--- src/logic/tmr8_pkg.sv ---
// Package for the 8-bit timer control block: register map, fields, encodings
package tmr8_pkg;
    // Register byte addresses (one aligned word each)
    localparam logic [7:0] TMR8_OFS_CTRL_A = 8'h00;
    localparam logic [7:0] TMR8_OFS_CTRL_B = 8'h04;
    localparam logic [7:0] TMR8_OFS_COUNT = 8'h08;
    localparam logic [7:0] TMR8_OFS_CMP_A = 8'h0C;
    localparam logic [7:0] TMR8_OFS_CMP_B = 8'h10;
    localparam logic [7:0] TMR8_OFS_IRQ_EN = 8'h14;
    localparam logic [7:0] TMR8_OFS_IRQ_FLG = 8'h18;
    localparam logic [7:0] TMR8_OFS_GLOBAL = 8'h1C;
    // Control B field positions
    localparam int TMR8_FOC_A_BIT = 7;
    localparam int TMR8_FOC_B_BIT = 6;
    localparam int TMR8_WGM_HI_BIT = 3;
    // Flag / enable bit positions
    localparam int TMR8_CMPB_BIT = 2;
    localparam int TMR8_CMPA_BIT = 1;
    localparam int TMR8_OVF_BIT = 0;
    // Reset values
    localparam logic [7:0] TMR8_RST_BYTE = 8'h00;
    localparam logic [9:0] TMR8_RST_PRE = 10'h000;
    // Fixed counter limits
    localparam logic [7:0] TMR8_MAX = 8'hFF;
    localparam logic [7:0] TMR8_BOTTOM = 8'h00;
    // Prescaler tap masks (count mod N == 0 gives one tick)
    localparam logic [9:0] TMR8_DIV8_MASK = 10'h007;
    localparam logic [9:0] TMR8_DIV64_MASK = 10'h03F;
    localparam logic [9:0] TMR8_DIV256_MASK = 10'h0FF;
    localparam logic [9:0] TMR8_DIV1024_MASK = 10'h3FF;
    // Clock select encodings
    localparam logic [2:0] TMR8_CS_STOP = 3'h0;
    localparam logic [2:0] TMR8_CS_DIV1 = 3'h1;
    localparam logic [2:0] TMR8_CS_DIV8 = 3'h2;
    localparam logic [2:0] TMR8_CS_DIV64 = 3'h3;
    localparam logic [2:0] TMR8_CS_DIV256 = 3'h4;
    localparam logic [2:0] TMR8_CS_DIV1024 = 3'h5;
    localparam logic [2:0] TMR8_CS_EXT_FALL = 3'h6;
    localparam logic [2:0] TMR8_CS_EXT_RISE = 3'h7;
    // Output mode encodings (non-PWM)
    localparam logic [1:0] TMR8_COM_OFF = 2'h0;
    localparam logic [1:0] TMR8_COM_TOGGLE = 2'h1;
    localparam logic [1:0] TMR8_COM_CLEAR = 2'h2;
    localparam logic [1:0] TMR8_COM_SET = 2'h3;
    // AHB encodings
    localparam logic [1:0] TMR8_HTRANS_NONSEQ = 2'h2;
    localparam logic [2:0] TMR8_HSIZE_WORD = 3'h2;

    // Waveform generation modes
    typedef enum logic [2:0] {
        TMR8_WGM_NORMAL = 3'h0,
        TMR8_WGM_PC_FF = 3'h1,
        TMR8_WGM_CTC = 3'h2,
        TMR8_WGM_FAST_FF = 3'h3,
        TMR8_WGM_RSV4 = 3'h4,
        TMR8_WGM_PC_OCA = 3'h5,
        TMR8_WGM_RSV6 = 3'h6,
        TMR8_WGM_FAST_OCA = 3'h7
    } tmr8_wgm_e;

    // Control register A layout
    typedef struct packed {
        logic [1:0] out_mode_a_field;
        logic [1:0] out_mode_b_field;
        logic [1:0] rsvd;
        logic [1:0] wave_mode_low;
    } tmr8_ctrl_a_s;

    // Waveform pin group
    typedef struct packed {
        logic wave_out_a_pin;
        logic wave_out_a_oe;
        logic wave_out_b_pin;
        logic wave_out_b_oe;
    } tmr8_wave_s;
endpackage

--- src/logic/tmr8_ctrl.sv ---
// 8-bit timer/counter control, compare and interrupt registers on AHB-Lite
// Function
// RULE1: Force strobes act only in non-PWM waveform modes.
// RULE2: Software writes force strobes as zero in PWM modes.
// RULE3: Force strobe causes immediate match; pin follows channel output mode.
// RULE4: Forced match sets no flag, no interrupt, no counter clear.
// RULE5: Force strobes are not stored and read zero.
// RULE6: Reserved bits of control B, enable and flag registers read zero.
// RULE7: Clock select: stop, undivided, divide by 8, 64, 256, 1024.
// RULE8: Select 110 counts falling, 111 rising edges of count input.
// RULE9: Count input edges count even when the pin is an output.
// RULE10: Software reads and writes the counter at any time.
// RULE11: Counter write blocks compare match on next timer tick.
// RULE12: Both compare registers compared continuously; match drives flag, pin. In PWM modes a match here sets only the flag; the pins hold.
// RULE13: Interrupt taken when mask bit, global enable and flag set.
// RULE14: Counter match sets compare A or compare B flag.
// RULE15: Flag cleared by hardware when its vector is executed.
// RULE16: Writing one clears a flag; writing zero leaves it.
// RULE17: Overflow sets overflow flag; point depends on waveform mode.
// RULE18: Overflow at MAX, at BOTTOM in phase-correct, at TOP fast-OCA.
// RULE19: Non-PWM output modes: off, toggle, clear, set.
// RULE20: Clock select zero holds counter and produces no counting events.
//
// Design decisions made here: the register addresses and the AHB-Lite slave port.
`timescale 1ns/1ns
module tmr8_ctrl
    import tmr8_pkg::*;
(
    input wire logic hclk,
    input wire logic hresetn,
    input wire logic hsel,
    input wire logic [31:0] haddr,
    input wire logic [1:0] htrans,
    input wire logic hwrite,
    input wire logic [2:0] hsize,
    input wire logic [31:0] hwdata,
    input wire logic hready,
    output logic [31:0] hrdata,
    output logic hreadyout,
    output logic hresp,
    input wire logic count_input_pin,
    input wire logic [2:0] vector_ack,
    output tmr8_wave_s wave_out,
    output logic [2:0] irq_req
);
    // Register state
    tmr8_ctrl_a_s ctrl_a_r;
    logic wave_mode_high_bit_r;
    logic [2:0] clock_select_field_r;
    logic [7:0] timer_count_value_r;
    logic [7:0] compare_value_a_r;
    logic [7:0] compare_value_b_r;
    logic [2:0] timer_irq_enable_r;
    logic [2:0] timer_irq_flags_r;
    logic global_irq_en_r;
    logic [9:0] presc_r;
    logic pin_d_r;
    logic up_r;
    logic blank_r;
    logic oa_r;
    logic ob_r;
    // Bus address phase capture
    logic wr_ph_r;
    logic rd_ph_r;
    logic [7:0] addr_r;

    tmr8_wgm_e wgm;
    logic addr_ok;
    logic wr_ctrl_a;
    logic wr_ctrl_b;
    logic wr_cnt;
    logic wr_en;
    logic wr_flg;
    logic wr_cmp_a;
    logic wr_cmp_b;
    logic wr_glb;
    logic tick;
    logic pwm_mode;
    logic phase_mode;
    logic [7:0] top_val;
    logic [7:0] cnt_nxt;
    logic up_nxt;
    logic match_a;
    logic match_b;
    logic ovf_ev;
    logic force_a;
    logic force_b;

    // Decode a mapped word offset; used by the address phase
    function automatic logic mapped(input logic [7:0] a);
        mapped = (a == TMR8_OFS_CTRL_A) || (a == TMR8_OFS_CTRL_B)
            || (a == TMR8_OFS_COUNT) || (a == TMR8_OFS_CMP_A)
            || (a == TMR8_OFS_CMP_B) || (a == TMR8_OFS_IRQ_EN)
            || (a == TMR8_OFS_IRQ_FLG) || (a == TMR8_OFS_GLOBAL);
    endfunction

    // Non-PWM output action on a match
    function automatic logic pin_act(input logic [1:0] m, input logic cur);
        unique case (m)
            TMR8_COM_TOGGLE: pin_act = ~cur;
            TMR8_COM_CLEAR: pin_act = 1'b0;
            TMR8_COM_SET: pin_act = 1'b1;
            default: pin_act = cur;
        endcase
    endfunction

    assign hreadyout = 1'b1; // Zero wait states, always OKAY
    assign hresp = 1'b0;
    assign addr_ok = haddr[31:8] == 24'h000000 && mapped(haddr[7:0]);

    // Address phase capture; writes only when word-sized to mapped offsets, reads of any size or offset
    always_ff @(posedge hclk or negedge hresetn)
    begin
        if (!hresetn)
        begin
            wr_ph_r <= 1'b0;
            rd_ph_r <= 1'b0;
            addr_r <= TMR8_RST_BYTE;
        end
        else if (hready)
        begin
            wr_ph_r <= hsel && htrans == TMR8_HTRANS_NONSEQ && hwrite
                && hsize == TMR8_HSIZE_WORD && addr_ok;
            rd_ph_r <= hsel && htrans == TMR8_HTRANS_NONSEQ && !hwrite;
            addr_r <= haddr[7:0];
        end
    end

    assign wr_ctrl_a = wr_ph_r && addr_r == TMR8_OFS_CTRL_A;
    assign wr_ctrl_b = wr_ph_r && addr_r == TMR8_OFS_CTRL_B;
    assign wr_cnt = wr_ph_r && addr_r == TMR8_OFS_COUNT;
    assign wr_cmp_a = wr_ph_r && addr_r == TMR8_OFS_CMP_A;
    assign wr_cmp_b = wr_ph_r && addr_r == TMR8_OFS_CMP_B;
    assign wr_en = wr_ph_r && addr_r == TMR8_OFS_IRQ_EN;
    assign wr_flg = wr_ph_r && addr_r == TMR8_OFS_IRQ_FLG;
    assign wr_glb = wr_ph_r && addr_r == TMR8_OFS_GLOBAL;

    // Read mux; strobes and reserved bits return zero
    always_comb
    begin
        hrdata = 32'h00000000;
        unique case (addr_r)
            TMR8_OFS_CTRL_A: hrdata[7:0] = ctrl_a_r;
            TMR8_OFS_CTRL_B: hrdata[3:0] =
                {wave_mode_high_bit_r, clock_select_field_r}; // RULE5 RULE6
            TMR8_OFS_COUNT: hrdata[7:0] = timer_count_value_r; // RULE10
            TMR8_OFS_CMP_A: hrdata[7:0] = compare_value_a_r;
            TMR8_OFS_CMP_B: hrdata[7:0] = compare_value_b_r;
            TMR8_OFS_IRQ_EN: hrdata[2:0] = timer_irq_enable_r; // RULE6
            TMR8_OFS_IRQ_FLG: hrdata[2:0] = timer_irq_flags_r; // RULE6
            TMR8_OFS_GLOBAL: hrdata[0] = global_irq_en_r;
            default: hrdata = 32'h00000000;
        endcase
        if (!rd_ph_r)
            hrdata = 32'h00000000;
    end

    // Plain configuration registers
    always_ff @(posedge hclk or negedge hresetn)
    begin
        if (!hresetn)
        begin
            ctrl_a_r <= TMR8_RST_BYTE;
            wave_mode_high_bit_r <= 1'b0;
            clock_select_field_r <= TMR8_CS_STOP;
            compare_value_a_r <= TMR8_RST_BYTE;
            compare_value_b_r <= TMR8_RST_BYTE;
            timer_irq_enable_r <= 3'h0;
            global_irq_en_r <= 1'b0;
        end
        else
        begin
            if (wr_ctrl_a)
                ctrl_a_r <= {hwdata[7:4], 2'b00, hwdata[1:0]};
            if (wr_ctrl_b)
            begin
                wave_mode_high_bit_r <= hwdata[TMR8_WGM_HI_BIT];
                clock_select_field_r <= hwdata[2:0];
            end
            if (wr_cmp_a)
                compare_value_a_r <= hwdata[7:0];
            if (wr_cmp_b)
                compare_value_b_r <= hwdata[7:0];
            if (wr_en)
                timer_irq_enable_r <= hwdata[2:0];
            if (wr_glb)
                global_irq_en_r <= hwdata[0];
        end
    end

    assign wgm = tmr8_wgm_e'({wave_mode_high_bit_r,
        ctrl_a_r.wave_mode_low});
    assign pwm_mode = wgm == TMR8_WGM_PC_FF || wgm == TMR8_WGM_FAST_FF
        || wgm == TMR8_WGM_PC_OCA || wgm == TMR8_WGM_FAST_OCA;
    assign phase_mode = wgm == TMR8_WGM_PC_FF || wgm == TMR8_WGM_PC_OCA;
    assign top_val = (wgm == TMR8_WGM_CTC || wgm == TMR8_WGM_PC_OCA
        || wgm == TMR8_WGM_FAST_OCA) ? compare_value_a_r : TMR8_MAX;

    // Free-running prescaler and count-input edge memory
    always_ff @(posedge hclk or negedge hresetn)
    begin
        if (!hresetn)
        begin
            presc_r <= TMR8_RST_PRE;
            pin_d_r <= 1'b0;
        end
        else
        begin
            presc_r <= presc_r + 10'h001;
            pin_d_r <= count_input_pin; // RULE9
        end
    end

    // Timer clock select; the pin is read directly so direction is moot
    always_comb
    begin
        unique case (clock_select_field_r)
            TMR8_CS_STOP: tick = 1'b0; // RULE20
            TMR8_CS_DIV1: tick = 1'b1; // RULE7
            TMR8_CS_DIV8: tick = (presc_r & TMR8_DIV8_MASK) == TMR8_RST_PRE;
            TMR8_CS_DIV64: tick = (presc_r & TMR8_DIV64_MASK) == TMR8_RST_PRE;
            TMR8_CS_DIV256:
                tick = (presc_r & TMR8_DIV256_MASK) == TMR8_RST_PRE;
            TMR8_CS_DIV1024:
                tick = (presc_r & TMR8_DIV1024_MASK) == TMR8_RST_PRE;
            TMR8_CS_EXT_FALL: tick = pin_d_r && !count_input_pin; // RULE8
            default: tick = !pin_d_r && count_input_pin; // RULE8 RULE9
        endcase
    end

    // Matches, continuous compare; blanked on first tick after a counter write
    assign match_a = tick && !blank_r
        && timer_count_value_r == compare_value_a_r; // RULE11 RULE12
    assign match_b = tick && !blank_r
        && timer_count_value_r == compare_value_b_r; // RULE11 RULE12

    // Next count and direction for the waveform mode
    always_comb
    begin
        cnt_nxt = timer_count_value_r + 8'h01;
        up_nxt = up_r;
        ovf_ev = 1'b0;
        if (phase_mode)
        begin
            if (up_r && timer_count_value_r >= top_val)
            begin
                cnt_nxt = timer_count_value_r - 8'h01;
                up_nxt = 1'b0;
            end
            else if (!up_r && timer_count_value_r == TMR8_BOTTOM)
            begin
                cnt_nxt = timer_count_value_r + 8'h01;
                up_nxt = 1'b1;
                ovf_ev = 1'b1; // RULE18
            end
            else if (!up_r)
                cnt_nxt = timer_count_value_r - 8'h01;
        end
        else if (wgm == TMR8_WGM_FAST_OCA)
        begin
            if (timer_count_value_r == top_val)
            begin
                cnt_nxt = TMR8_BOTTOM;
                ovf_ev = 1'b1; // RULE18
            end
        end
        else
        begin
            // Only the counter's own match clears it in CLEAR_ON_MATCH_MODE, never a force
            if (wgm == TMR8_WGM_CTC && timer_count_value_r == top_val)
                cnt_nxt = TMR8_BOTTOM; // RULE4
            ovf_ev = timer_count_value_r == TMR8_MAX; // RULE17 RULE18
        end
    end

    // Counter: software write wins over counting
    always_ff @(posedge hclk or negedge hresetn)
    begin
        if (!hresetn)
        begin
            timer_count_value_r <= TMR8_RST_BYTE;
            up_r <= 1'b1;
            blank_r <= 1'b0;
        end
        else if (wr_cnt)
        begin
            timer_count_value_r <= hwdata[7:0]; // RULE10
            blank_r <= 1'b1; // RULE11
        end
        else if (tick)
        begin
            timer_count_value_r <= cnt_nxt;
            up_r <= up_nxt;
            blank_r <= 1'b0;
        end
    end

    // Force strobes: never stored, gated off in PWM modes
    assign force_a = wr_ctrl_b && hwdata[TMR8_FOC_A_BIT] && !pwm_mode; // RULE1
    assign force_b = wr_ctrl_b && hwdata[TMR8_FOC_B_BIT] && !pwm_mode; // RULE1

    // Waveform pins; PWM shaping is outside this block, non-PWM only here
    always_ff @(posedge hclk or negedge hresetn)
    begin
        if (!hresetn)
        begin
            oa_r <= 1'b0;
            ob_r <= 1'b0;
        end
        else if (!pwm_mode)
        begin
            if (force_a || match_a)
                oa_r <= pin_act(ctrl_a_r.out_mode_a_field, oa_r); // RULE3 RULE19
            if (force_b || match_b)
                ob_r <= pin_act(ctrl_a_r.out_mode_b_field, ob_r); // RULE3 RULE19
        end
    end

    assign wave_out.wave_out_a_pin = oa_r;
    assign wave_out.wave_out_b_pin = ob_r;
    assign wave_out.wave_out_a_oe = ctrl_a_r.out_mode_a_field != TMR8_COM_OFF;
    assign wave_out.wave_out_b_oe = ctrl_a_r.out_mode_b_field != TMR8_COM_OFF;

    // Flags: set wins over software and vector clears; forces never set
    always_ff @(posedge hclk or negedge hresetn)
    begin
        if (!hresetn)
            timer_irq_flags_r <= 3'h0;
        else
        begin
            for (int i = 0; i < 3; i++)
            begin
                if ((wr_flg && hwdata[i]) || vector_ack[i]) // RULE15 RULE16
                    timer_irq_flags_r[i] <= 1'b0;
            end
            if (match_b)
                timer_irq_flags_r[TMR8_CMPB_BIT] <= 1'b1; // RULE14 RULE4
            if (match_a)
                timer_irq_flags_r[TMR8_CMPA_BIT] <= 1'b1; // RULE14 RULE4
            if (tick && ovf_ev)
                timer_irq_flags_r[TMR8_OVF_BIT] <= 1'b1; // RULE17 RULE20
        end
    end

    // Per-source requests to the interrupt controller
    assign irq_req = timer_irq_flags_r & timer_irq_enable_r
        & {3{global_irq_en_r}}; // RULE13
endmodule

--- config.mk ---
export PLATFORM = sky130hd
export DESIGN_NAME = tmr8_ctrl
export DESIGN_NICKNAME = d
export VERILOG_FILES = /design/src/logic/tmr8_pkg.sv /design/src/logic/tmr8_ctrl.sv
export SDC_FILE = /design/constraint.sdc
export NUM_CORES = 1
export LEC_CHECK = 0
export ABC_AREA = 1
export BUFFER_PORTS_ARGS = -buffer_cell sky130_fd_sc_hd__buf_2
export CAP_MARGIN = 20
export CORE_MARGIN = 10
export CORE_UTILIZATION = 50
export CTS_BUF_LIST = sky130_fd_sc_hd__clkbuf_8
export DETAILED_ROUTE_END_ITERATION = 8
export PLACE_DENSITY = 0.81
export SLEW_MARGIN = 40
export SYNTH_ARGS = -nofsm -noshare
export SYNTH_HDL_FRONTEND = slang
export SYNTH_SLANG_ARGS = --single-unit
--- constraint.sdc ---
create_clock -name hclk -period 2.91 [get_ports hclk]
set_input_delay 0.4365 -clock hclk [delete_from_list [all_inputs] [get_ports hclk]]
set_output_delay 0.4365 -clock hclk [all_outputs]
set_load 0.05 [all_outputs]
Word-level counts from Yosys, hierarchy flattened
Cells that the tools add are included.

Eq/ne operators: 37. Magnitude comparators: 1. Multiplexer cells: 33. Reduce and logical (&&, ||, !) cells: 75. Bitwise operators: 6. Add/sub/neg operators: 3.

Operator list (count): $mux 8 (11); $eq 8x5->1 const B (8); $logic_not 10->1 (4); $eq 8x4->1 const B (4); $logic_and 1x1->1 (30); $eq 8x8->1 (3); $logic_not 24->1 (1); $logic_not 8->1 (3); $logic_or 1x1->1 (18); $eq 8x3->1 const B (2); $pmux 4 s4 (1); $eq 3x2->1 const B (5); $eq 3x3->1 const B (5); $mux 1 (15); $pmux 2 s7 (1); $reduce_bool 2->1 (7); $add 10x1->10 const B (1); $eq 2x2->1 const B (5); $add 8x1->8 const B (1); $eq 8x8->1 const B (1); $ge 8x8->1 (1); $pmux 1 s8 (1); $sub 8x1->8 const B (1); $pmux 1 s7 (1); 11 further kinds (25).

Output and inout port bits: 41. Bits of input ports: 78. Register bits: 66.

Logic depth before layout (Yosys ltp)
Gate-level depths: netlist of the first run.

Depth after elaboration: 11. Mapped depth: 20. Mapped depth without buffers: 20.

Least setup slack after synthesis of the first run
OpenSTA, ideal clock, no wires.

Path kind: register to register. Start point: reg ctrl_a_r[0] in the netlist's numbering. End point: reg timer_count_value_r[4]. Data arrival time: 2.361 ns. Period minus slack after synthesis: 2.426 ns. Required time: 2.845 ns. Library setup time: 0.065 ns. Setup slack: 0.484 ns. Cell stages (with the launch flop): 19. Path through: dfrtp_1 inv_2 nor2_4 inv_1 o21ai_1 nand2_1 inv_1 ha_1 nand2_1 nor2_1 nand2_1 nand2_1 nor2_1 nand3_1 nand2_2 inv_1 o21ai_0 nand2_1 nand2_1.

Cells in the longest elaborated chain, start to end: 11.

Ends and longest elaborated chain: start: declaration (line tmr8_ctrl.sv:47) `tmr8_ctrl_a_s ctrl_a_r;`; start signal: assignment (line tmr8_ctrl.sv:174) `ctrl_a_r <= {hwdata[7:4], 2'b00, hwdata[1:0]};`; parallel branches: the longest is 8 deep, another holds $ge 8x8->1; $mux 8 (*) (line tmr8_ctrl.sv:243) `if (phase_mode)`; $mux 8 (*) (line tmr8_ctrl.sv:290) `else if (tick)`; $mux 8 (*) (line tmr8_ctrl.sv:285) `else if (wr_cnt)`; end signal: assignment (line tmr8_ctrl.sv:287) `timer_count_value_r <= hwdata[7:0];`; end signal: assignment (line tmr8_ctrl.sv:292) `timer_count_value_r <= cnt_nxt;`; end: declaration (line tmr8_ctrl.sv:50) `logic [7:0] timer_count_value_r;`.

Every way passes the cells marked *. The select of a mux whose other input is x is not followed. A chain may end at the register's enable or synchronous reset.

Worst setup path in the final report of the first run
Start point: reg addr_r[1]. End point: out hrdata[6].

Cells in the longest elaborated chain, start to end: 3.

Ends and longest elaborated chain: start: declaration (line tmr8_ctrl.sv:65) `logic [7:0] addr_r;`; start signal: assignment (line tmr8_ctrl.sv:125) `addr_r <= haddr[7:0];`; $eq 8x5->1 (tied with other cells) (line tmr8_ctrl.sv:142) `unique case (addr_r)`; $pmux 4 s4 (*) (line tmr8_ctrl.sv:142); $mux 8 (*) (line tmr8_ctrl.sv:154) `if (!rd_ph_r)`; end: declaration (line tmr8_ctrl.sv:38) `output logic [31:0] hrdata,`.

Mark *: on every way between the ends. The rest lies on a longest branch, timed or not.

==> results of run 1 <==
-- where the power goes --
part | internal, mW | switching, mW
sequential | 0.946 | 0.0466
combinational | 0.153 | 0.316
clock | 0.445 | 0.375
-- final cells by class --
class	instances	area (sq um)	area share, %
multi-input cells	436	2291	45.14
flip-flops and latches	66	1654	32.59
repair buffers	77	410.4	8.087
inverters	98	372.9	7.347
clock buffers	11	151.4	2.983
well taps	108	135.1	2.663
clock inverters	5	60.06	1.183
-- metrics by stage --
step | setup slack, ns | power, mW | std cells
after floorplan | 0.4843 | 1.372 | 641
after global placement | 0.2208 | 1.457 | 784
after detailed placement | 0.1338 | 1.470 | 784
after CTS | 0.1027 | 2.285 | 801
after global routing | 0.007846 | 2.397 | 801
final | 0.2516 | 2.282 | 801
-- cell usage after synthesis --
| library cell | n |
|---|---|
| a211oi_1 | 3 |
| a21oi_1 | 18 |
| a31oi_1 | 1 |
| a41oi_1 | 2 |
| buf_2 | 7 |
| buf_4 | 29 |
| buf_6 | 4 |
| clkbuf_1 | 1 |
| conb_1 | 2 |
| dfrtp_1 | 65 |
| dfstp_2 | 1 |
| ha_1 | 12 |
| inv_1 | 91 |
| inv_2 | 6 |
| inv_4 | 1 |
| nand2_1 | 152 |
| nand2_2 | 6 |
| nand2_4 | 5 |
| nand3_1 | 33 |
| nand3b_1 | 1 |
| nand4_1 | 13 |
| nor2_1 | 39 |
| nor2_2 | 4 |
| nor2_4 | 1 |
| nor3_1 | 10 |
| nor3_2 | 1 |
| nor3_4 | 2 |
| nor4_1 | 8 |
| o21a_1 | 1 |
| o21ai_0 | 42 |
| o21ai_1 | 7 |
| o221ai_1 | 1 |
| o22ai_1 | 13 |
| o31ai_1 | 3 |
| o32ai_1 | 1 |
| xnor2_1 | 9 |
| xor2_1 | 22 |
-- final timing paths --
| kind | start | end | slack (ns) |
|---|---|---|---|
| min | count_input_pin | pin_d_r | 0.21 |
| min reg2reg | addr_r[6] | addr_r[6] | 0.47 |
| max reg2reg | ctrl_a_r[0] | timer_count_value_r[4] | 0.28 |
| max | addr_r[1] | hrdata[6] | 0.25 |
| min in group asynchronous | hresetn | addr_r[5] | 0.53 |
| max in group asynchronous | hresetn | ctrl_a_r[0] | 1.63 |
-- registers in the layout (all words and copies together), names as in the netlist --
signal and cells:
ctrl_a_r 6, timer_irq_enable_r 3, ob_r 1, compare_value_b_r 8
addr_r 8, pin_d_r 1, oa_r 1, rd_ph_r 1
compare_value_a_r 8, wave_mode_high_bit_r 1, blank_r 1, global_irq_en_r 1
wr_ph_r 1, timer_count_value_r 8, presc_r 10, up_r 1
timer_irq_flags_r 3, clock_select_field_r 3
-- worst max-delay path, delay by kind of cell, from the launching register on --
family / cells / cell delay (ns)
and+or+nand+nor: 6 / 0.72
buffers and inverters: 3 / 0.56
DFF: 1 / 0.37
AOI/OAI and AO/OA: 1 / 0.20
-- metal layers --
layer	vias up	share of wire (%)	GRT usage (%)
met5	-	0	0
met4	0	3.0	7.756
met3	34	8.7	5.833
met2	208	48	30.63
met1	1964	40	20.93
li1	2070	-	-
-- timing repair --
item | 4_1_cts | 5_1_grt
hold endpoints to repair | 12 | 0
resized for setup | 0 | 6
endpoints found under the setup margin | 0 | 7
hold buffers | 1 | 0
-- kinds of logic (layout without fill, tap and decap cells) --
kind of cell / Yosys count / after routing
AND/OR/NAND/NOR: 275 / 275
buffers and inverters: 139 / 191
AO/OA/AOI/OAI: 92 / 92
flip-flops: 66 / 66
XOR/XNOR: 31 / 31
adder cells (fa/ha/maj): 12 / 12
other: 2 / 26
==> flow_summary_export.csv, run 1 <==
group,metric,value,unit
outcome,status,"finished, final reports clean",
floorplan,ios,119,
critical_path,critPathArrivalTime,2.22,ns
critical_path,cp_cell_sequence,"inv_1 -> nand2_2 -> nor3_1 -> nand2_1 -> inv_2 -> nor2_1 -> nand3_1 -> nand2_1 -> a41oi_1 -> buf_2",
final_layout,nets,778,
grt,gr-total-overflow,0,
final_layout,fillCellCount,801,
power,power_per_cell_area,449.7,nW/um^2
timing,tightestPinTransition,0.5124,ns
routing,wl,12.00,mm
clocking,clk_latency,0.36,ns
critical_path,cpMostUsedCell,"nand2_1",
placement,gp_congestion,0.9418,
final_layout,syn_to_final_growth,12.57,%
clocking,clkTransAtPathRegs,0.08,ns
logic_synthesis,synthCells,617,
final_layout,drive_gt1_share,17.60,%
timing,fin_tns_setup,0,ns
clocking,cts_inserted_buffers,9,
logic_synthesis,synth_top_area_cell,"dfrtp_1",
timing,finalSetupViolCount,0,
power,p_leak,2.857,nW
clocking,post_cts_buffers,0,
routing,firstDrtPassIters,5,
logic_synthesis,muxShareOfSynthArea,0,%
logic_synthesis,yosys.area_share.simple,27.59,%
clocking,cts_buffer_depth,2,
logic_synthesis,synth_compound_area_share,11.32,%
clocking,cts.sinks,66,
clocking,tritoncts,"yes",
final_layout,mostFrequentLayoutCells,"nand2_1, inv_1, buf_2, dfrtp_1, o21ai_0",
clocking,cts_max_level,3,
logic_synthesis,ys_types,37,
final_layout,antenna_cells,0,
placement,port-buffer-count,68,
timing,drv_slew,0,
critical_path,r2r_cells,20,
placement,dp_hpwl,9.488,mm
timing,whs,0.2059,ns
routing,routedWlPerCell,14.98,um
critical_path,slowest_stage,"dfrtp_1",
logic_synthesis,synthXorXnorAreaFrac,6.023,%
final_layout,final_common_cell,"nand2_1",
logic_synthesis,synth-seq-cells,66,
grt,antenna_found_initial,0,
final_layout,final_area,5075,sq um
routing,vias,4276,
timing,maxClockFrequency,0.3762,GHz
floorplan,die_w,115.0,um
routing,drc,0,
timing,relSlewSlack,65.80,%
power,peakVddDrop,0.0003029,V
routing,drt_iter0_drc,283,
critical_path,cp.required,2.47,ns
flow_run,drv_cap,0,
floorplan,coreArea,8763,sq um
timing,finalHoldViolations,0,
hold_path,min_delay_path_depth,1,
critical_path,cp-end-kind,"output pin",
grt,grt_max_degree,31,
logic_synthesis,synth_area_leaders,"dfrtp_1, nand2_1, inv_1, buf_4, o21ai_0",
floorplan,initial_core_util,51.44,%
grt,grt_use_total,18.24,%
logic_synthesis,netlist_area,4508,sq um
grt,grt_pass1_wl,19.73,mm
critical_path,critPathMaxStageDelay,0.37,ns
logic_synthesis,synth_top_area_share,36.08,%
logic_synthesis,seq_area_frac_synth,36.66,%
critical_path,crit_path_start_kind,"register",
timing,rsz0062_at_grt,"no",
logic_synthesis,synth_top_family_by_area,"simple AND/OR/NAND/NOR gates",
timing,finClkSkew,0.01378,ns
grt,grt_pass1_vias,4404,
hold_path,min_path_type,"in -> reg",
critical_path,crit_fanout,10,
timing,min_period_over_period,91.35,%
critical_path,critPathKind,"reg -> out",
timing,fin_crit,2.658,ns
clocking,root_buffer,"clkbuf_8",
routing,vias_per_cell,5.338,
final_layout,fin_util,57.91,%
floorplan,dieArea,13210,sq um
placement,postPlaceCellArea,4832,sq um
logic_synthesis,synth.avg_cell_area,7.306,sq um
logic_synthesis,synth.yosys.warnings,0,
floorplan,die_y,115.0,um
floorplan,std_cell_rows,34,
routing,drtAntennaViolNets,0,
logic_synthesis,synth_fa_ha_area_share,3.331,%
(Power assumes the default switching activity.)
==> run 2: changes to the inputs <==
--- a/config.mk
+++ b/config.mk
@@ -5,14 +5,13 @@
 export SDC_FILE = /design/constraint.sdc
 export NUM_CORES = 1
 export LEC_CHECK = 0
-export ABC_AREA = 1
 export BUFFER_PORTS_ARGS = -buffer_cell sky130_fd_sc_hd__buf_2
 export CAP_MARGIN = 20
 export CORE_MARGIN = 10
 export CORE_UTILIZATION = 50
 export CTS_BUF_LIST = sky130_fd_sc_hd__clkbuf_8
 export DETAILED_ROUTE_END_ITERATION = 8
-export PLACE_DENSITY = 0.81
+export PLACE_DENSITY = 0.82
 export SLEW_MARGIN = 40
 export SYNTH_ARGS = -nofsm -noshare
 export SYNTH_HDL_FRONTEND = slang
==> run 2 against run 1 <==
Compared with the run above:
- critical endpoint is now timer_count_value_r[3]
- flip-flop and latch count unchanged
- non-clock buffer count grew 19
- critical path depth is 1 higher
- global-route usage rose by 0.95 points
- clock skew is 0.0073 ns lower
==> flow_summary_export.csv, run 2 <==
group,metric,value,unit
outcome,status,"finished, final reports clean",
routing,vias,3897,
placement,gp_congestion,0.9074,
clocking,cts.sinks,66,
final_layout,largest_register_ff_count,10,
final_layout,fillCellCount,672,
power,power_per_cell_area,509.8,nW/um^2
power,peakVddDrop,0.0003479,V
timing,whs,0.1095,ns
timing,drv_slew,0,
final_layout,nets,626,
final_layout,fin_util,61.38,%
routing,firstDrtPassIters,5,
logic_synthesis,synth_edf_count,0,
grt,grt_max_degree,31,
floorplan,coreArea,8258,sq um
final_layout,largest_register,"presc_r",
logic_synthesis,synth_top_area_share,37.98,%
final_layout,drive_gt1_share,32.16,%
placement,port-buffer-count,68,
floorplan,dieArea,12670,sq um
timing,finalHoldViolations,0,
final_layout,mostFrequentLayoutCells,"dfrtp_1, buf_2, mux2_2, nor2_1, buf_4",
timing,finalSetupViolCount,0,
timing,tightestPinTransition,0.6596,ns
critical_path,cp.required,3.17,ns
routing,wl,12.59,mm
critical_path,crit_path_start,"ctrl_a_r[0]",
timing,relSlewSlack,56.02,%
logic_synthesis,netlist_area,4283,sq um
final_layout,layoutNonFillerInstCount,646,
critical_path,critPathBufInv,0,
final_layout,antenna_cells,0,
timing,fin_crit,2.867,ns
critical_path,slowest_stage,"dfrtp_2",
floorplan,ios,119,
critical_path,r2r_start,"ctrl_a_r[0]",
floorplan,initial_core_util,51.86,%
clocking,root_buffer,"clkbuf_8",
critical_path,critPathKind,"reg -> reg",
logic_synthesis,synth-seq-cells,66,
routing,vias_per_cell,6.033,
routing,drt_iter0_drc,358,
logic_synthesis,synth_commonest_cells,"dfrtp_1, mux2_2, nor2_1",
routing,drc,0,
timing,maxClockFrequency,0.3488,GHz
logic_synthesis,synth.most_common_cell,"dfrtp_1",
grt,gr-total-overflow,0,
clocking,cts_inserted_buffers,9,
grt,grt_pass1_vias,4052,
clocking,cts_buffer_depth,2,
clocking,clkTransAtPathRegs,0.07,ns
critical_path,critPathArrivalTime,3.13,ns
final_layout,final_common_cell,"dfrtp_1",
logic_synthesis,ys.flop_type,"dfrtp_1",
floorplan,std_cell_rows,33,
critical_path,cp-end-kind,"register",
logic_synthesis,synth_top_area_cell,"dfrtp_1",
timing,min_period_over_period,98.52,%
flow_run,drv_cap,0,
routing,routedWlPerCell,19.49,um
clocking,hold_buffers,0,
clocking,tritoncts,"yes",
critical_path,crit_fanout,5,
final_layout,syn_to_final_growth,18.35,%
logic_synthesis,synth.yosys.warnings,0,
clocking,clk_latency,0.35,ns
critical_path,cp_num_cells,11,
power,p_leak,2.296,nW
logic_synthesis,seq_area_frac_synth,38.59,%
critical_path,r2r_cells,11,
logic_synthesis,synth_area_leaders,"dfrtp_1, mux2_2, buf_4, xor2_1, ha_1",
grt,antenna_found_initial,0,
critical_path,crit_path_start_kind,"register",
floorplan,die_y,112.6,um
placement,dp_cells,626,
critical_path,crit_family,"compound AO/OA/AOI/OAI gates",
critical_path,cp_cell_sequence,"nor2_4 -> a21oi_4 -> or2_4 -> ha_4 -> nand2b_4 -> a2111o_1 -> a211o_1 -> and3_4 -> a221oi_2 -> o21ai_1 -> a31oi_1",
hold_path,min_path_type,"in -> async",
timing,rsz0062_at_grt,"yes",
placement,dp_hpwl,9.495,mm
logic_synthesis,synthCells,455,
routing,drtAntennaViolNets,0,
timing,finClkSkew,0.006510,ns
critical_path,critPathMaxStageDelay,0.44,ns
clocking,cts_max_level,3,
logic_synthesis,async_flop_share,100.0,%
grt,grt_use_total,19.19,%
grt,grt_pass1_wl,20.15,mm
logic_synthesis,synth.avg_cell_area,9.413,sq um
timing,fin_tns_setup,0,ns
floorplan,die_w,112.6,um
logic_synthesis,ys_types,55,
## run 2: what timing repair did
item	CTS	global route
resized for setup	8	16
pin swaps	2	7
cloned	0	1
buffers inserted	2	1
setup endpoints to repair	14	15
## run 2: kinds of logic (layout without fill, tap and decap cells)
family,Yosys count,in the layout,share of synthesized area [%]
multiplexers,49,49,12.85
other,2,26,0.1754
flip-flops,66,66,38.59
XOR/XNOR,31,31,6.339
buffers and inverters,60,121,7.946
AND/OR/NAND/NOR,157,158,18.96
adder cells (fa/ha/maj),12,12,3.506
AO/OA/AOI/OAI,78,78,11.63
## run 2: worst paths after layout
path | endpoint | slack [ns]
setup / recovery | timer_count_value_r[3] | 0.04
hold / removal | timer_irq_flags_r[0] | 0.11
setup reg to reg | timer_count_value_r[3] | 0.04
hold reg to reg | presc_r[9] | 0.50
max in group asynchronous | up_r | 2.04
min in group hclk | pin_d_r | 0.22
## run 2: metrics by stage
step / setup slack (ns) / cell area, sq um / total power, mW
after global routing: -0.06367 / 5069 / 2.695
after floorplan: -0.01736 / 4432 / 1.570
after CTS: 0.01081 / 4991 / 2.534
after global placement: -0.001129 / 4765 / 1.732
after detailed placement: -0.1008 / 4765 / 1.772
final: 0.04298 / 5069 / 2.584
## run 2: final cells by class
| type | instances | area [sq um] | area share (%) |
|---|---|---|---|
| flip-flops and latches | 66 | 1655 | 32.66 |
| clock buffers | 9 | 123.9 | 2.444 |
| clock inverters | 7 | 70.07 | 1.382 |
| inverters | 9 | 33.78 | 0.6665 |
| well taps | 105 | 131.4 | 2.592 |
| multi-input cells | 354 | 2489 | 49.10 |
| repair buffers | 96 | 565.5 | 11.16 |
## run 2: per-layer routing
metal	track usage [%]	vias to the layer above	share of wire, %
met1	21.58	1906	38
met2	33.68	203	51
met3	4.952	37	8.1
met4	7.699	0	2.7
li1	-	1751	-
met5	0	-	0
## run 2: power breakdown
part	internal, mW	switching [mW]	leakage [nW]	total [mW]
sequential	0.978	0.0897	0.817	1.07
clock	0.393	0.369	0.0990	0.762
combinational	0.307	0.447	1.38	0.754
==> run 3: changes to the inputs <==
--- a/config.mk
+++ b/config.mk
@@ -7,7 +7,7 @@
 export LEC_CHECK = 0
 export BUFFER_PORTS_ARGS = -buffer_cell sky130_fd_sc_hd__buf_2
 export CAP_MARGIN = 20
-export CORE_MARGIN = 10
+export CORE_MARGIN = 3
 export CORE_UTILIZATION = 50
 export CTS_BUF_LIST = sky130_fd_sc_hd__clkbuf_8
 export DETAILED_ROUTE_END_ITERATION = 8
==> constraint.sdc (replaced) <==
create_clock -name hclk -period 3 [get_ports hclk]
set_input_delay 0.45 -clock hclk [delete_from_list [all_inputs] [get_ports hclk]]
set_output_delay 0.45 -clock hclk [all_outputs]
set_load 0.05 [all_outputs]
==> run 3 against run 2 <==
Compared with the run above:
- via count shrank 3.7%
- count of clock-buffer cells in the layout grew 1
- non-clock buffer count shrank 6
- power shrank 0.90%
- global-route usage grew 3.8 points
- setup slack gained 0.065 ns
==> flow_summary_export.csv, run 3 (synthesized netlist as in run 2, its figures left out) <==
group,metric,value,unit
critical_path,critPathArrivalTime,3.16,ns
grt,antenna_found_initial,1,
clocking,cts_buffer_depth,2,
timing,min_period_over_period,96.41,%
final_layout,syn_to_final_growth,16.54,%
timing,drv_slew,0,
clocking,clk_latency,0.35,ns
timing,finalSetupViolCount,0,
critical_path,crit_fanout,6,
grt,grt_max_degree,67,
grt,gr-total-overflow,0,
clocking,cts.sinks,66,
routing,vias_per_cell,5.873,
power,clockPowerShare,33.4,%
routing,vias,3753,
floorplan,initial_core_util,51.86,%
power,peakVddDrop,0.0004059,V
hold_path,min_path_type,"in -> async",
placement,pre_cts_slack,-0.03963,ns
routing,drt_iter0_drc,303,
final_layout,fillCellCount,695,
clocking,cts_inserted_buffers,9,
final_layout,largest_register,"presc_r",
placement,gp_congestion,0.9211,
grt,grt_use_total,22.99,%
placement,dp_hpwl,8.280,mm
timing,finalHoldViolations,0,
routing,firstDrtPassIters,5,
power,power_per_cell_area,513.1,nW/um^2
critical_path,crit_path_start_kind,"register",
critical_path,r2r_cells,11,
final_layout,drive_gt1_share,29.96,%
clocking,hold_buffers,0,
critical_path,cp-end-kind,"register",
placement,dp_cells,618,
placement,port-buffer-count,68,
power,p_int,1.716,mW
final_layout,largest_register_ff_count,10,
clocking,cts_max_level,3,
critical_path,cp.required,3.27,ns
floorplan,die_y,98.55,um
final_layout,mostFrequentLayoutCells,"buf_2, dfrtp_1, mux2_2, nor2_1, nand2_1",
critical_path,critPathKind,"reg -> reg",
final_layout,multi_input_area,2436,sq um
final_layout,final_common_cell,"buf_2",
timing,relSlewSlack,57.67,%
routing,drc,0,
final_layout,regArea,1654,sq um
floorplan,std_cell_rows,33,
final_layout,fin_util,60.44,%
final_layout,antenna_cells,0,
timing,fin_crit,2.892,ns
floorplan,ios,119,
power,switching_power,0.8446,mW
floorplan,coreArea,8258,sq um
routing,wl,11.04,mm
routing,routedWlPerCell,17.28,um
power,seq_power_share,40.6,%
power,power,2.561,mW
clocking,root_buffer,"clkbuf_8",
grt,grt_pass1_vias,3757,
floorplan,dieArea,9712,sq um
clocking,tritoncts,"yes",
timing,finClkSkew,0.01130,ns
timing,setup_ws,0.1078,ns
timing,maxClockFrequency,0.3458,GHz
outcome,status,"finished, final reports clean",
final_layout,nets,619,
flow_run,drv_cap,0,
timing,whs,0.1898,ns
power,comb_power_share,26.1,%
grt,grt_pass1_wl,18.07,mm
power,p_leak,2.278,nW
routing,drtAntennaViolNets,0,
power,p_sw_share,32.98,%
final_layout,layoutNonFillerInstCount,639,
clocking,clkTransAtPathRegs,0.08,ns
timing,tightestPinTransition,0.6267,ns
floorplan,die_w,98.55,um
[run 3: cell types whose count changed in the layout (fill, tap and decap cells not counted), moves of 2 or more]
cell and change:
inv_6 +2, buf_2 +6, buf_4 -11, clkbuf_4 -2, clkinv_4 -2, clkinv_2 -3
[run 3: stage by stage]
step / cell area [sq um] / TNS (ns)
after floorplan: 4399 / 0
after global placement: 4687 / 0
after detailed placement: 4687 / -0.1229
after CTS: 4951 / 0
after global routing: 4991 / -0.01254
final: 4991 / 0
[run 3: final timing paths]
check / start / endpoint / slack (ns)
max: wave_mode_high_bit_r / timer_count_value_r[3] / 0.11
min: hresetn / ctrl_a_r[7] / 0.19
max reg2reg: wave_mode_high_bit_r / timer_count_value_r[3] / 0.11
min reg2reg: presc_r[9] / presc_r[9] / 0.48
max in group asynchronous: hresetn / wave_mode_high_bit_r / 2.37
min in group hclk: count_input_pin / pin_d_r / 0.24
[run 3: cell type report]
cell class | count | share of cell area, %
multi-input combinational | 353 | 48.81
sequential | 66 | 33.14
timing repair buffer | 90 | 10.20
clock buffer | 10 | 2.758
tap | 105 | 2.632
clock inverter | 6 | 1.780
inverter | 9 | 0.6769
[run 3: power by group through the flow]
stage	logic [mW]	registers [mW]	clock network [mW]
detailed placement	0.644	1.06	0
global route	0.738	1.05	0.905
global placement	0.618	1.05	0
CTS	0.652	1.04	0.868
floorplan	0.508	1.01	0
finish	0.667	1.04	0.855
[run 3: worst max-delay path, stage by stage (launching register included)]
cell      delay [ns]
dfrtp_2         0.44
nor2_4          0.14
a21oi_4         0.07
or2_2           0.28
ha_1            0.29
nand2b_1        0.14
a2111o_1        0.39
a211o_1         0.32
and3_4          0.22
a221oi_2        0.24
o21ai_0         0.10
a31oi_1         0.17
[run 3: what timing repair did]
| action | CTS | global route |
|---|---|---|
| resized for setup | 4 | 8 |
| setup buffers | 4 | 1 |
| setup endpoints to repair | 9 | 15 |
| pin swaps | 1 | 7 |
[run 3: per-layer routing]
metal / up-vias / wire length (um) / track usage (%) / share of wire [%]
met2: 173 / 5474 / 39.73 / 50
met3: 32 / 830 / 5.096 / 7.5
li1: 1731 / - / - / -
met4: 0 / 263 / 6.618 / 2.4
met5: - / 0 / 0 / 0
met1: 1817 / 4472 / 28.97 / 41
